### src/design/cfg_port_pkg.sv
// Constants shared by both ends of the configuration port: I/O port
// addresses, key values, register indices, reset values and timing.
// Assumes a single 10 MHz system clock on both ends.
package cfg_port_pkg;
   // ************************************************************
   // I/O port addresses
   // ************************************************************
   localparam logic [7:0] IDX_PORT_LO = 8'h2e;  // Index port, low base
   localparam logic [7:0] DAT_PORT_LO = 8'h2f;  // Data port, low base
   localparam logic [7:0] IDX_PORT_HI = 8'h4e;  // Index port, high base
   localparam logic [7:0] DAT_PORT_HI = 8'h4f;  // Data port, high base
   // ************************************************************
   // Key values
   // ************************************************************
   localparam logic [7:0] KEY_ENTER = 8'h87;  // Written twice to unlock
   localparam logic [7:0] KEY_EXIT = 8'haa;  // Locks again
   // ************************************************************
   // Configuration register indices
   // ************************************************************
   localparam logic [7:0] IDX_LDN = 8'h07;  // Logical device select
   localparam logic [7:0] IDX_PIN_DIR = 8'hf0;  // Pin direction
   localparam logic [7:0] IDX_PIN_DATA = 8'hf1;  // Pin data
   localparam logic [7:0] IDX_PIN_POL = 8'hf2;  // Pin polarity
   localparam logic [7:0] IDX_WDT_ACT = 8'h30;  // Watchdog activate
   localparam logic [7:0] IDX_WDT_UNIT = 8'hf5;  // Watchdog count unit
   localparam logic [7:0] IDX_WDT_COUNT = 8'hf6;  // Watchdog count, reload
   localparam logic [7:0] LDN_GPIO = 8'h07;  // Pin bank
   localparam logic [7:0] LDN_WDT = 8'h08;  // Watchdog bank
   localparam logic [7:0] WDT_ACT_ON = 8'h01;  // Activate code
   localparam logic [7:0] WDT_UNIT_SEC = 8'h00;  // Seconds; else minutes
   // ************************************************************
   // Reset values
   // ************************************************************
   localparam logic [7:0] RST_PIN_DIR = 8'hff;  // All inputs
   localparam logic [7:0] RST_PIN_DATA = 8'h00;
   localparam logic [7:0] RST_PIN_POL = 8'h00;
   localparam logic [7:0] RST_LDN = 8'h00;
   localparam logic [7:0] RST_WDT_ACT = 8'h00;
   localparam logic [7:0] RST_WDT_UNIT = 8'h00;
   localparam logic [7:0] RST_WDT_COUNT = 8'h00;
   localparam logic [7:0] READ_IDLE = 8'hff;  // Answer while locked
   // ************************************************************
   // Timing
   // ************************************************************
   localparam int CLK_PERIOD_NS = 100;  // 10 MHz
   localparam int SEC_NS = 1000000000;  // One second
   localparam int SEC_CYCLES = SEC_NS / CLK_PERIOD_NS;
   localparam int SEC_PER_MIN = 60;  // Minute unit
endpackage

### src/design/cfg_bus_if.sv
// Interface carrying the host's I/O read and write cycles to the
// configuration port. Assumes both ends run on the same clock.
`timescale 1ns/1ps
`default_nettype none
interface cfg_bus_if;
   logic [7:0] addr;  // I/O port address
   logic [7:0] wdata;  // Write data
   logic wr;  // Write strobe, one cycle
   logic rd;  // Read strobe, one cycle
   logic [7:0] rdata;  // Read answer
   logic rvalid;  // Answer valid, one cycle
   modport device (input addr, input wdata, input wr, input rd, output rdata, output rvalid);
   modport host (output addr, output wdata, output wr, output rd, input rdata, input rvalid);
endinterface
`default_nettype wire

### src/design/wdt_timer.sv
// Watchdog down-counter with its own one-second divider.
// Assumes activation, unit and reload come from logic on the same clock.
`timescale 1ns/1ps
`default_nettype none
module wdt_timer #(
   parameter int SEC_CYCLES = cfg_port_pkg::SEC_CYCLES
) (
   input wire logic clk,
   input wire logic reset_n,
   input wire logic active,  // Watchdog running
   input wire logic unit_min,  // Count in minutes
   input wire logic reload,  // Service pulse
   input wire logic [7:0] count,  // Timeout in units
   output logic expired  // One-cycle expiry pulse
);
   // ************************************************************
   // Second and minute ticks
   // ************************************************************
   logic [31:0] sec_cnt_r;  // Cycle divider
   logic [5:0] min_cnt_r;  // Second divider
   logic sec_tick;
   logic unit_tick;
   logic [7:0] remain_r;  // Units left
   logic run_r;  // Armed and counting

   assign sec_tick = (sec_cnt_r == 32'(SEC_CYCLES - 1));
   assign unit_tick = sec_tick && (!unit_min || (min_cnt_r == 6'(cfg_port_pkg::SEC_PER_MIN - 1)));

   // Divider restarts on every service so a period is always full
   always_ff @(posedge clk or negedge reset_n) begin
      if (!reset_n) begin
         sec_cnt_r <= 32'h0;
         min_cnt_r <= 6'h0;
      end else if (reload || !active || sec_tick) begin
         sec_cnt_r <= 32'h0;
         if (reload || !active) begin
            min_cnt_r <= 6'h0;
         end else if (unit_tick) begin
            min_cnt_r <= 6'h0;
         end else begin
            min_cnt_r <= min_cnt_r + 6'h1;
         end
      end else begin
         sec_cnt_r <= sec_cnt_r + 32'h1;
      end
   end

   // ************************************************************
   // Down-counter
   // ************************************************************
   // A count of zero leaves the watchdog disarmed
   always_ff @(posedge clk or negedge reset_n) begin
      if (!reset_n) begin
         remain_r <= 8'h0;
         run_r <= 1'b0;
         expired <= 1'b0;
      end else begin
         expired <= 1'b0;
         if (!active) begin
            run_r <= 1'b0;
         end else if (reload || !run_r) begin
            remain_r <= count;
            run_r <= (count != 8'h0) && (reload || remain_r != 8'h0 || !run_r) && !(!run_r && !reload && remain_r == 8'h0 && expired);
         end else if (unit_tick) begin
            if (remain_r == 8'h1) begin
               expired <= 1'b1;
               run_r <= 1'b0;
               remain_r <= 8'h0;
            end else begin
               remain_r <= remain_r - 8'h1;
            end
         end
      end
   end
endmodule  // wdt_timer
`default_nettype wire

### src/design/cfg_port_device.sv
// Device end of the configuration port: key lock, index/data access,
// eight general-purpose pins and the watchdog.
// Assumes the host issues one-cycle strobes on the cfg_bus_if device side.
`timescale 1ns/1ps
`default_nettype none
// Function
// - Direction bit 1 input, reset all inputs
// - Output pin data bit read/write, reset zero
// - Input pin data bit reads pin only
// - Polarity bit inverts pin value both ways
// - Write-only index port at 2Eh or 4Eh
// - Data port at 2Fh/4Fh reaches indexed register
// - Two 87H index writes unlock configuration
// - AAH to index port locks again
// - Index 07H selects bank; 07 gives pins
// - Bank 08H selects watchdog registers
// - Watchdog index 30H: 01 on, 00 off
// - Watchdog index F5H 00 counts seconds
// - Expiry resets processor or raises interrupt
module cfg_port_device #(
   parameter int SEC_CYCLES = cfg_port_pkg::SEC_CYCLES,  // Cycles per second
   parameter int PINS = 8  // Pin count
) (
   input wire logic clk,
   input wire logic reset_n,
   cfg_bus_if.device bus,
   input wire logic base_high,  // Strap: high base 4Eh/4Fh
   input wire logic wdt_use_irq,  // Expiry raises interrupt, not reset
   input wire logic [PINS-1:0] pin_in,  // Pin levels
   output logic [PINS-1:0] pin_out,  // Pin drive values
   output logic [PINS-1:0] pin_oe,  // Pin drive enables
   output logic wdt_cpu_reset,  // One-cycle processor reset pulse
   output logic wdt_irq  // Interrupt level
);
   // ************************************************************
   // Declarations
   // ************************************************************
   typedef enum logic [2:0] {
      LOCKED = 3'b001,
      KEY_ONE = 3'b010,
      OPEN = 3'b100
   } lock_state_t;
   lock_state_t lock_r;  // Key state
   logic [PINS-1:0] pin_s1_r;  // Pin sync, first stage
   logic [PINS-1:0] pin_s2_r;  // Pin sync, second stage
   logic [1:0] base_sync_r;  // Strap sync
   logic [1:0] base_age_r;  // Edges since release; strap caught at the third
   logic base_high_r;  // Caught base
   logic [7:0] idx_port;  // Active index port
   logic [7:0] dat_port;  // Active data port
   logic [7:0] index_r;  // Current index
   logic [7:0] ldn_r;  // Logical device
   logic [PINS-1:0] dir_r;  // Direction, 1 input
   logic [PINS-1:0] data_r;  // Data latch
   logic [PINS-1:0] pol_r;  // Polarity
   logic [7:0] wdt_act_r;  // Activation
   logic [7:0] wdt_unit_r;  // Unit
   logic [7:0] wdt_count_r;  // Timeout count
   logic idx_wr;  // Index port write
   logic dat_wr;  // Data port write, unlocked
   logic dat_rd;  // Data port read
   logic gpio_bank;  // Pin bank selected
   logic wdt_bank;  // Watchdog bank selected
   logic [PINS-1:0] pin_view;  // Pin value after polarity
   logic [PINS-1:0] data_view;  // Data register as read
   logic [7:0] read_nxt;  // Read answer
   logic wdt_reload;  // Service pulse
   logic wdt_expired;  // Expiry pulse

   // ************************************************************
   // Pin and strap synchronisers
   // ************************************************************
   // Two flops before any use
   always_ff @(posedge clk or negedge reset_n) begin
      if (!reset_n) begin
         pin_s1_r <= '0;
         pin_s2_r <= '0;
         base_sync_r <= 2'h0;
      end else begin
         pin_s1_r <= pin_in;
         pin_s2_r <= pin_s1_r;
         base_sync_r <= {base_sync_r[0], base_high};
      end
   end

   // Strap caught once, after the synchroniser holds a real sample
   always_ff @(posedge clk or negedge reset_n) begin
      if (!reset_n) begin
         base_age_r <= 2'h0;
         base_high_r <= 1'b0;
      end else if (base_age_r != 2'h3) begin
         base_age_r <= base_age_r + 2'h1;
         if (base_age_r == 2'h2) begin
            base_high_r <= base_sync_r[1];
         end
      end
   end

   // ************************************************************
   // Port decode
   // ************************************************************
   assign idx_port = base_high_r ? cfg_port_pkg::IDX_PORT_HI : cfg_port_pkg::IDX_PORT_LO;
   assign dat_port = base_high_r ? cfg_port_pkg::DAT_PORT_HI : cfg_port_pkg::DAT_PORT_LO;
   assign idx_wr = bus.wr && (bus.addr == idx_port);
   assign dat_wr = bus.wr && (bus.addr == dat_port) && (lock_r == OPEN);
   assign dat_rd = bus.rd && (bus.addr == dat_port) && (lock_r == OPEN);
   assign gpio_bank = (ldn_r == cfg_port_pkg::LDN_GPIO);
   assign wdt_bank = (ldn_r == cfg_port_pkg::LDN_WDT);

   // ************************************************************
   // Key lock
   // ************************************************************
   // Second key must follow the first directly on the index port
   always_ff @(posedge clk or negedge reset_n) begin
      if (!reset_n) begin
         lock_r <= LOCKED;
      end else if (idx_wr) begin
         case (lock_r)
            LOCKED: begin
               lock_r <= (bus.wdata == cfg_port_pkg::KEY_ENTER) ? KEY_ONE : LOCKED;
            end
            KEY_ONE: begin
               lock_r <= (bus.wdata == cfg_port_pkg::KEY_ENTER) ? OPEN : LOCKED;
            end
            OPEN: begin
               lock_r <= (bus.wdata == cfg_port_pkg::KEY_EXIT) ? LOCKED : OPEN;
            end
            default: begin
               lock_r <= LOCKED;
            end
         endcase
      end
   end

   // Index taken only while open; the exit key is not stored
   always_ff @(posedge clk or negedge reset_n) begin
      if (!reset_n) begin
         index_r <= 8'h0;
      end else if (idx_wr && lock_r == OPEN && bus.wdata != cfg_port_pkg::KEY_EXIT) begin
         index_r <= bus.wdata;
      end
   end

   // ************************************************************
   // Register writes
   // ************************************************************
   // Logical device select
   always_ff @(posedge clk or negedge reset_n) begin
      if (!reset_n) begin
         ldn_r <= cfg_port_pkg::RST_LDN;
      end else if (dat_wr && index_r == cfg_port_pkg::IDX_LDN) begin
         ldn_r <= bus.wdata;
      end
   end

   // Pin bank registers
   always_ff @(posedge clk or negedge reset_n) begin
      if (!reset_n) begin
         dir_r <= PINS'(cfg_port_pkg::RST_PIN_DIR);
         data_r <= PINS'(cfg_port_pkg::RST_PIN_DATA);
         pol_r <= PINS'(cfg_port_pkg::RST_PIN_POL);
      end else if (dat_wr && gpio_bank) begin
         case (index_r)
            cfg_port_pkg::IDX_PIN_DIR: begin
               dir_r <= bus.wdata[PINS-1:0];
            end
            cfg_port_pkg::IDX_PIN_DATA: begin
               // Input bits keep their latch
               data_r <= (data_r & dir_r) | (bus.wdata[PINS-1:0] & ~dir_r);
            end
            cfg_port_pkg::IDX_PIN_POL: begin
               pol_r <= bus.wdata[PINS-1:0];
            end
            default: begin
               data_r <= data_r;
            end
         endcase
      end
   end

   // Watchdog bank registers
   always_ff @(posedge clk or negedge reset_n) begin
      if (!reset_n) begin
         wdt_act_r <= cfg_port_pkg::RST_WDT_ACT;
         wdt_unit_r <= cfg_port_pkg::RST_WDT_UNIT;
         wdt_count_r <= cfg_port_pkg::RST_WDT_COUNT;
      end else if (dat_wr && wdt_bank) begin
         case (index_r)
            cfg_port_pkg::IDX_WDT_ACT: begin
               wdt_act_r <= bus.wdata;
            end
            cfg_port_pkg::IDX_WDT_UNIT: begin
               wdt_unit_r <= bus.wdata;
            end
            cfg_port_pkg::IDX_WDT_COUNT: begin
               wdt_count_r <= bus.wdata;
            end
            default: begin
               wdt_count_r <= wdt_count_r;
            end
         endcase
      end
   end

   // ************************************************************
   // Read path
   // ************************************************************
   assign pin_view = pin_s2_r ^ pol_r;
   assign data_view = (pin_view & dir_r) | (data_r & ~dir_r);

   // Unmapped indices read as zero
   always_comb begin
      read_nxt = 8'h0;
      if (index_r == cfg_port_pkg::IDX_LDN) begin
         read_nxt = ldn_r;
      end else if (gpio_bank) begin
         case (index_r)
            cfg_port_pkg::IDX_PIN_DIR: read_nxt = 8'(dir_r);
            cfg_port_pkg::IDX_PIN_DATA: read_nxt = 8'(data_view);
            cfg_port_pkg::IDX_PIN_POL: read_nxt = 8'(pol_r);
            default: read_nxt = 8'h0;
         endcase
      end else if (wdt_bank) begin
         case (index_r)
            cfg_port_pkg::IDX_WDT_ACT: read_nxt = wdt_act_r;
            cfg_port_pkg::IDX_WDT_UNIT: read_nxt = wdt_unit_r;
            cfg_port_pkg::IDX_WDT_COUNT: read_nxt = wdt_count_r;
            default: read_nxt = 8'h0;
         endcase
      end
   end

   // Every read answers one cycle later; locked or index port reads idle
   always_ff @(posedge clk or negedge reset_n) begin
      if (!reset_n) begin
         bus.rdata <= 8'h0;
         bus.rvalid <= 1'b0;
      end else begin
         bus.rvalid <= bus.rd;
         bus.rdata <= dat_rd ? read_nxt : cfg_port_pkg::READ_IDLE;
      end
   end

   // ************************************************************
   // Pin drive
   // ************************************************************
   always_ff @(posedge clk or negedge reset_n) begin
      if (!reset_n) begin
         pin_out <= '0;
         pin_oe <= '0;
      end else begin
         pin_out <= data_r ^ pol_r;
         pin_oe <= ~dir_r;
      end
   end

   // ************************************************************
   // Watchdog
   // ************************************************************
   // Writing the count services the watchdog
   assign wdt_reload = dat_wr && wdt_bank && (index_r == cfg_port_pkg::IDX_WDT_COUNT);

   wdt_timer #(
      .SEC_CYCLES(SEC_CYCLES)
   ) u_wdt (
      .clk(clk),
      .reset_n(reset_n),
      .active(wdt_act_r == cfg_port_pkg::WDT_ACT_ON),
      .unit_min(wdt_unit_r != cfg_port_pkg::WDT_UNIT_SEC),
      .reload(wdt_reload),
      .count(wdt_count_r),
      .expired(wdt_expired)
   );

   // Expiry action; a new expiry wins over a clear
   always_ff @(posedge clk or negedge reset_n) begin
      if (!reset_n) begin
         wdt_cpu_reset <= 1'b0;
         wdt_irq <= 1'b0;
      end else begin
         wdt_cpu_reset <= wdt_expired && !wdt_use_irq;
         if (wdt_expired && wdt_use_irq) begin
            wdt_irq <= 1'b1;
         end else if (wdt_reload || wdt_act_r != cfg_port_pkg::WDT_ACT_ON) begin
            wdt_irq <= 1'b0;
         end
      end
   end
endmodule  // cfg_port_device
`default_nettype wire

### src/flat_wrapper.sv
// flat-port wrapper written by rule: the top's interface ports become plain ports
module cfg_port_device_flat 
#(
   parameter int SEC_CYCLES = cfg_port_pkg::SEC_CYCLES,                      
   parameter int PINS = 8              
)
  (clk, reset_n, base_high, wdt_use_irq, pin_in, pin_out, pin_oe, wdt_cpu_reset, wdt_irq, bus_addr, bus_wdata, bus_wr, bus_rd, bus_rdata, bus_rvalid);
  cfg_bus_if bus_i ();
  input wire logic clk;
  input wire logic reset_n;
  input wire logic base_high;
  input wire logic wdt_use_irq;
  input wire logic [PINS-1:0] pin_in;
  output logic [PINS-1:0] pin_out;
  output logic [PINS-1:0] pin_oe;
  output logic wdt_cpu_reset;
  output logic wdt_irq;
  input wire logic [$bits(bus_i.addr)-1:0] bus_addr;
  input wire logic [$bits(bus_i.wdata)-1:0] bus_wdata;
  input wire logic [$bits(bus_i.wr)-1:0] bus_wr;
  input wire logic [$bits(bus_i.rd)-1:0] bus_rd;
  output wire logic [$bits(bus_i.rdata)-1:0] bus_rdata;
  output wire logic [$bits(bus_i.rvalid)-1:0] bus_rvalid;
  assign bus_i.addr = bus_addr;
  assign bus_i.wdata = bus_wdata;
  assign bus_i.wr = bus_wr;
  assign bus_i.rd = bus_rd;
  assign bus_rdata = bus_i.rdata;
  assign bus_rvalid = bus_i.rvalid;
  cfg_port_device #(.SEC_CYCLES(SEC_CYCLES), .PINS(PINS)) u_core (.clk(clk), .reset_n(reset_n), .bus(bus_i), .base_high(base_high), .wdt_use_irq(wdt_use_irq), .pin_in(pin_in), .pin_out(pin_out), .pin_oe(pin_oe), .wdt_cpu_reset(wdt_cpu_reset), .wdt_irq(wdt_irq));
endmodule
### config.mk
export PLATFORM = sky130hd
export DESIGN_NAME = cfg_port_device_flat
export DESIGN_NICKNAME = d
export VERILOG_FILES = /design/src/design/cfg_port_pkg.sv /design/src/design/cfg_bus_if.sv /design/src/design/wdt_timer.sv /design/src/design/cfg_port_device.sv /design/src/flat_wrapper.sv
export SDC_FILE = /design/constraint.sdc
export NUM_CORES = 1
export LEC_CHECK = 0
export ABC_AREA = 0
export BUFFER_PORTS_ARGS = -buffer_cell sky130_fd_sc_hd__buf_2
export CAP_MARGIN = 20
export CORE_MARGIN = 8
export CORE_UTILIZATION = 50
export DETAILED_ROUTE_END_ITERATION = 7
export PLACE_DENSITY = 0.78
export SKIP_LAST_GASP = 1
export SLEW_MARGIN = 25
export SYNTH_ARGS = -nofsm -noshare
export SYNTH_HDL_FRONTEND = slang
export SYNTH_SLANG_ARGS = --single-unit
### constraint.sdc
create_clock -name clk -period 2.5 [get_ports clk]
set_input_delay 0 -clock clk [delete_from_list [all_inputs] [get_ports clk]]
set_output_delay 0 -clock clk [all_outputs]
set_load 0.1 [all_outputs]
==> impl_metrics.ini <==
[outcome]
status = finished clean

[critical_path]
reg2reg_slack_ns = 0.15
cp_slowest_cell = or3_1
critPathLaunchType = flop
max_stage_delay_ns = 0.57
crit_family = simple AND/OR/NAND/NOR gates
path_buf_inv = 0
worstPathArrival_ns = 2.71
cp_cell_sequence = nor3b_1, o2111a_2, nand4_4, or3_1, mux2_4
cp_max_fo = 8
path_class = flop to flop
endpoint_kind = flop
critPathRequiredTime_ns = 2.86

[logic_synthesis]
syn_avg_cell_area_um2 = 11.5
synth_area_um2 = 7710
yosysUniqueCellTypes = 74
synth_top_cells_by_count = dfrtp_1, nor2_1, mux2_2
ys.flop_type = dfrtp_1
synth_seq_area_share_pct = 53.0
synth_seq_cells = 163
synth.most_common_cell = dfrtp_1
ys_warn_count = 0
async_flop_share_pct = 100
synth_top_area_share_pct = 50.0
syn_nets = 708
synth_top_area_cell = dfrtp_1
synth-edff-count = 0
synth_cells = 672
synth_area_leaders = dfrtp_1, mux2_2, dfstp_2

[final_layout]
multiInputGateArea_um2 = 3380
fin_nets = 798
drive_gt1_share_pct = 27.9
fillCellCount = 1203
n_antenna_cell = 0
final_cell_area_um2 = 9080
area_growth_pct = 17.7
seqCellArea_um2 = 4090

[timing]
relSlewSlack_pct = 42.4
post-route-period-util_pct = 93.9
rsz0062_at_grt = false
setup_tns_ns = 0
final_max_slew_viol_count = 0
final-hold-violation-count = 0
period_needed_ns = 2.35
clock.fmax_mhz = 426
finClkSkew_ns = 0.0117
worstMarginPinSlew_ns = 0.853
finalSetupViolations = 0

[die]
core_area_um2 = 15100
rows = 45
die-area_um2 = 19700
initial_core_util_pct = 50.9
die_h_um = 140
die_width_um = 140
boundaryPins = 57

[pwr]
combPwrFrac_pct = 2.8
power.internal_w = 0.00415
p_switching_w = 0.00133
pwr-share-clk_pct = 48.6
leakage_nw = 3.88
ir_drop_uv = 532
swShare_pct = 24.2
p_seq_share_pct = 48.6
p_per_area_nw_per_um2 = 604

[route]
final_antenna_net_count = 0
drc = 0
viasPerCell = 6.03
routed_wl_mm = 18.5
avgRoutedWirePerCell_um = 19.2
vias = 5809
drt_pass1_iterations = 7
drt_iter0_markers = 672

[place]
gp_congestion = 0.930
dp_hpwl_mm = 12.8
io_buffers = 56
place_area_um2 = 8280

[global_route]
grt_antenna_before_repair = 0
overflow = 0
first_global_vias = 6012
grt_use_total_pct = 19.7
grt_first_pass_wirelength_mm = 30.9
grt_max_degree = 64

[job]
drv_cap = 0

[clock_network]
cts_root_buf = clkbuf_16
cts_made_buffers = 17
clk_latency_ns = 0.43
htree_levels = 4
cts_tree = done
cts_sinks = 163
cts_max_path_buffers = 2
cts-resized-gates = 0
path_clk_slew_ns = 0.07

[hold_path]
hp-class = input pin to flop
==> cell type report <==
class / count / share of cell area (%)
Clock buffer: 17 / 4.68
Clock inverter: 15 / 2.08
Inverter: 26 / 1.07
Multi-Input combinational cell: 455 / 37.3
Sequential cell: 163 / 45.0
Tap cell: 188 / 2.59
Timing Repair Buffer: 99 / 7.29
==> layout by cell type, fill, tap and decap left out, types with 10 or more instances in the layout <==
cell type / count
nor3_1: 16
inv_1: 26
a21oi_1: 27
clkbuf_16: 17
nand3_1: 20
dfrtp_1: 154
xor2_1: 22
mux2_2: 57
nand2_1: 31
xnor2_1: 24
buf_2: 55
o21ai_0: 13
or3_1: 10
nor4_1: 19
dlygate4sd3_1: 16
nand4_1: 21
buf_4: 26
nor2_1: 63
==> final timing paths <==
check / start / endpoint / cells past startpoint
setup / recovery: u_core.base_high_r / u_core.dir_r[6] / 5
hold / removal: bus_wdata[7] / u_core.pol_r[7] / 2
setup reg to reg: u_core.base_high_r / u_core.dir_r[6] / 5
hold reg to reg: u_core.pin_s1_r[5] / u_core.pin_s2_r[5] / 0
max in group asynchronous: reset_n / u_core.dir_r[0] / 3
min in group asynchronous: reset_n / u_core.u_wdt.sec_cnt_r[11] / 2
==> worst register-to-register path, delay by kind of cell, from the launching register on <==
kind               cells  cell delay [ns]
DFF                    1             0.39
AOI/OAI and AO/OA      1             0.43
muxes                  1             0.40
and+or+nand+nor        3             1.06
==> flip-flops by register name, indices dropped and copies added, names as in the netlist, 2 cells and up, named ones only <==
signal	count
u_core.u_wdt.sec_cnt_r	32
u_core.lock_r	3
u_core.u_wdt.min_cnt_r	6
u_core.bus.rdata	8
u_core.pin_s1_r	8
u_core.ldn_r	8
u_core.pin_oe	8
u_core.base_sync_r	2
u_core.pin_out	8
u_core.u_wdt.remain_r	8
u_core.wdt_unit_r	8
u_core.wdt_act_r	8
u_core.index_r	8
u_core.wdt_count_r	8
u_core.dir_r	8
u_core.pol_r	8
u_core.base_age_r	2
u_core.pin_s2_r	8
==> what timing repair did <==
item	CTS	global route
buffers inserted	0	4
setup endpoints to repair	0	7
endpoints found under the hold margin	186	0
hold buffers	16	0
==> power groups by stage <==
| stage | clock, W | sequential [W] | combinational [W] |
|---|---|---|---|
| floorplan | 0 | 0.00272 | 0.0000247 |
| global route | 0.00281 | 0.00267 | 0.000169 |
| detailed placement | 0 | 0.00272 | 0.000135 |
| CTS | 0.00271 | 0.00267 | 0.000155 |
| finish | 0.00266 | 0.00267 | 0.000152 |
| global placement | 0 | 0.00272 | 0.000131 |
==> stage by stage <==
step	hold WS (ns)	total power [W]	utilization, %	worst slack, ns	std cells
global route	0.00836	0.00565	60.0	0.0978	963
finish	0.0103	0.00548	60.0	0.153	963
CTS	0.00377	0.00553	59.8	0.0742	959
global placement	-0.0394	0.00285	54.7	0.296	911
floorplan	-0.296	0.00275	-	0.388	672
detailed placement	-0.0370	0.00285	54.7	0.144	911
==> per-layer routing <==
layer  part of all wire (%)  GRT usage [%]  wire length, um
met2                     50           32.5             9180
met1                     43           24.9             7910
met3                    5.9           4.69             1090
met4                    1.6           6.86              295
met5                      0              0                0
==> logic make-up after synthesis <==
group / share of synthesized area [%]
AOI/OAI and AO/OA: 9.50
xor gates and xnor gates: 5.22
adders and majority gates: 0.973
buffers and inverters: 3.13
DFF: 53.0
muxes: 10.0
and+or+nand+nor: 18.1
(Power assumes the default switching activity.)
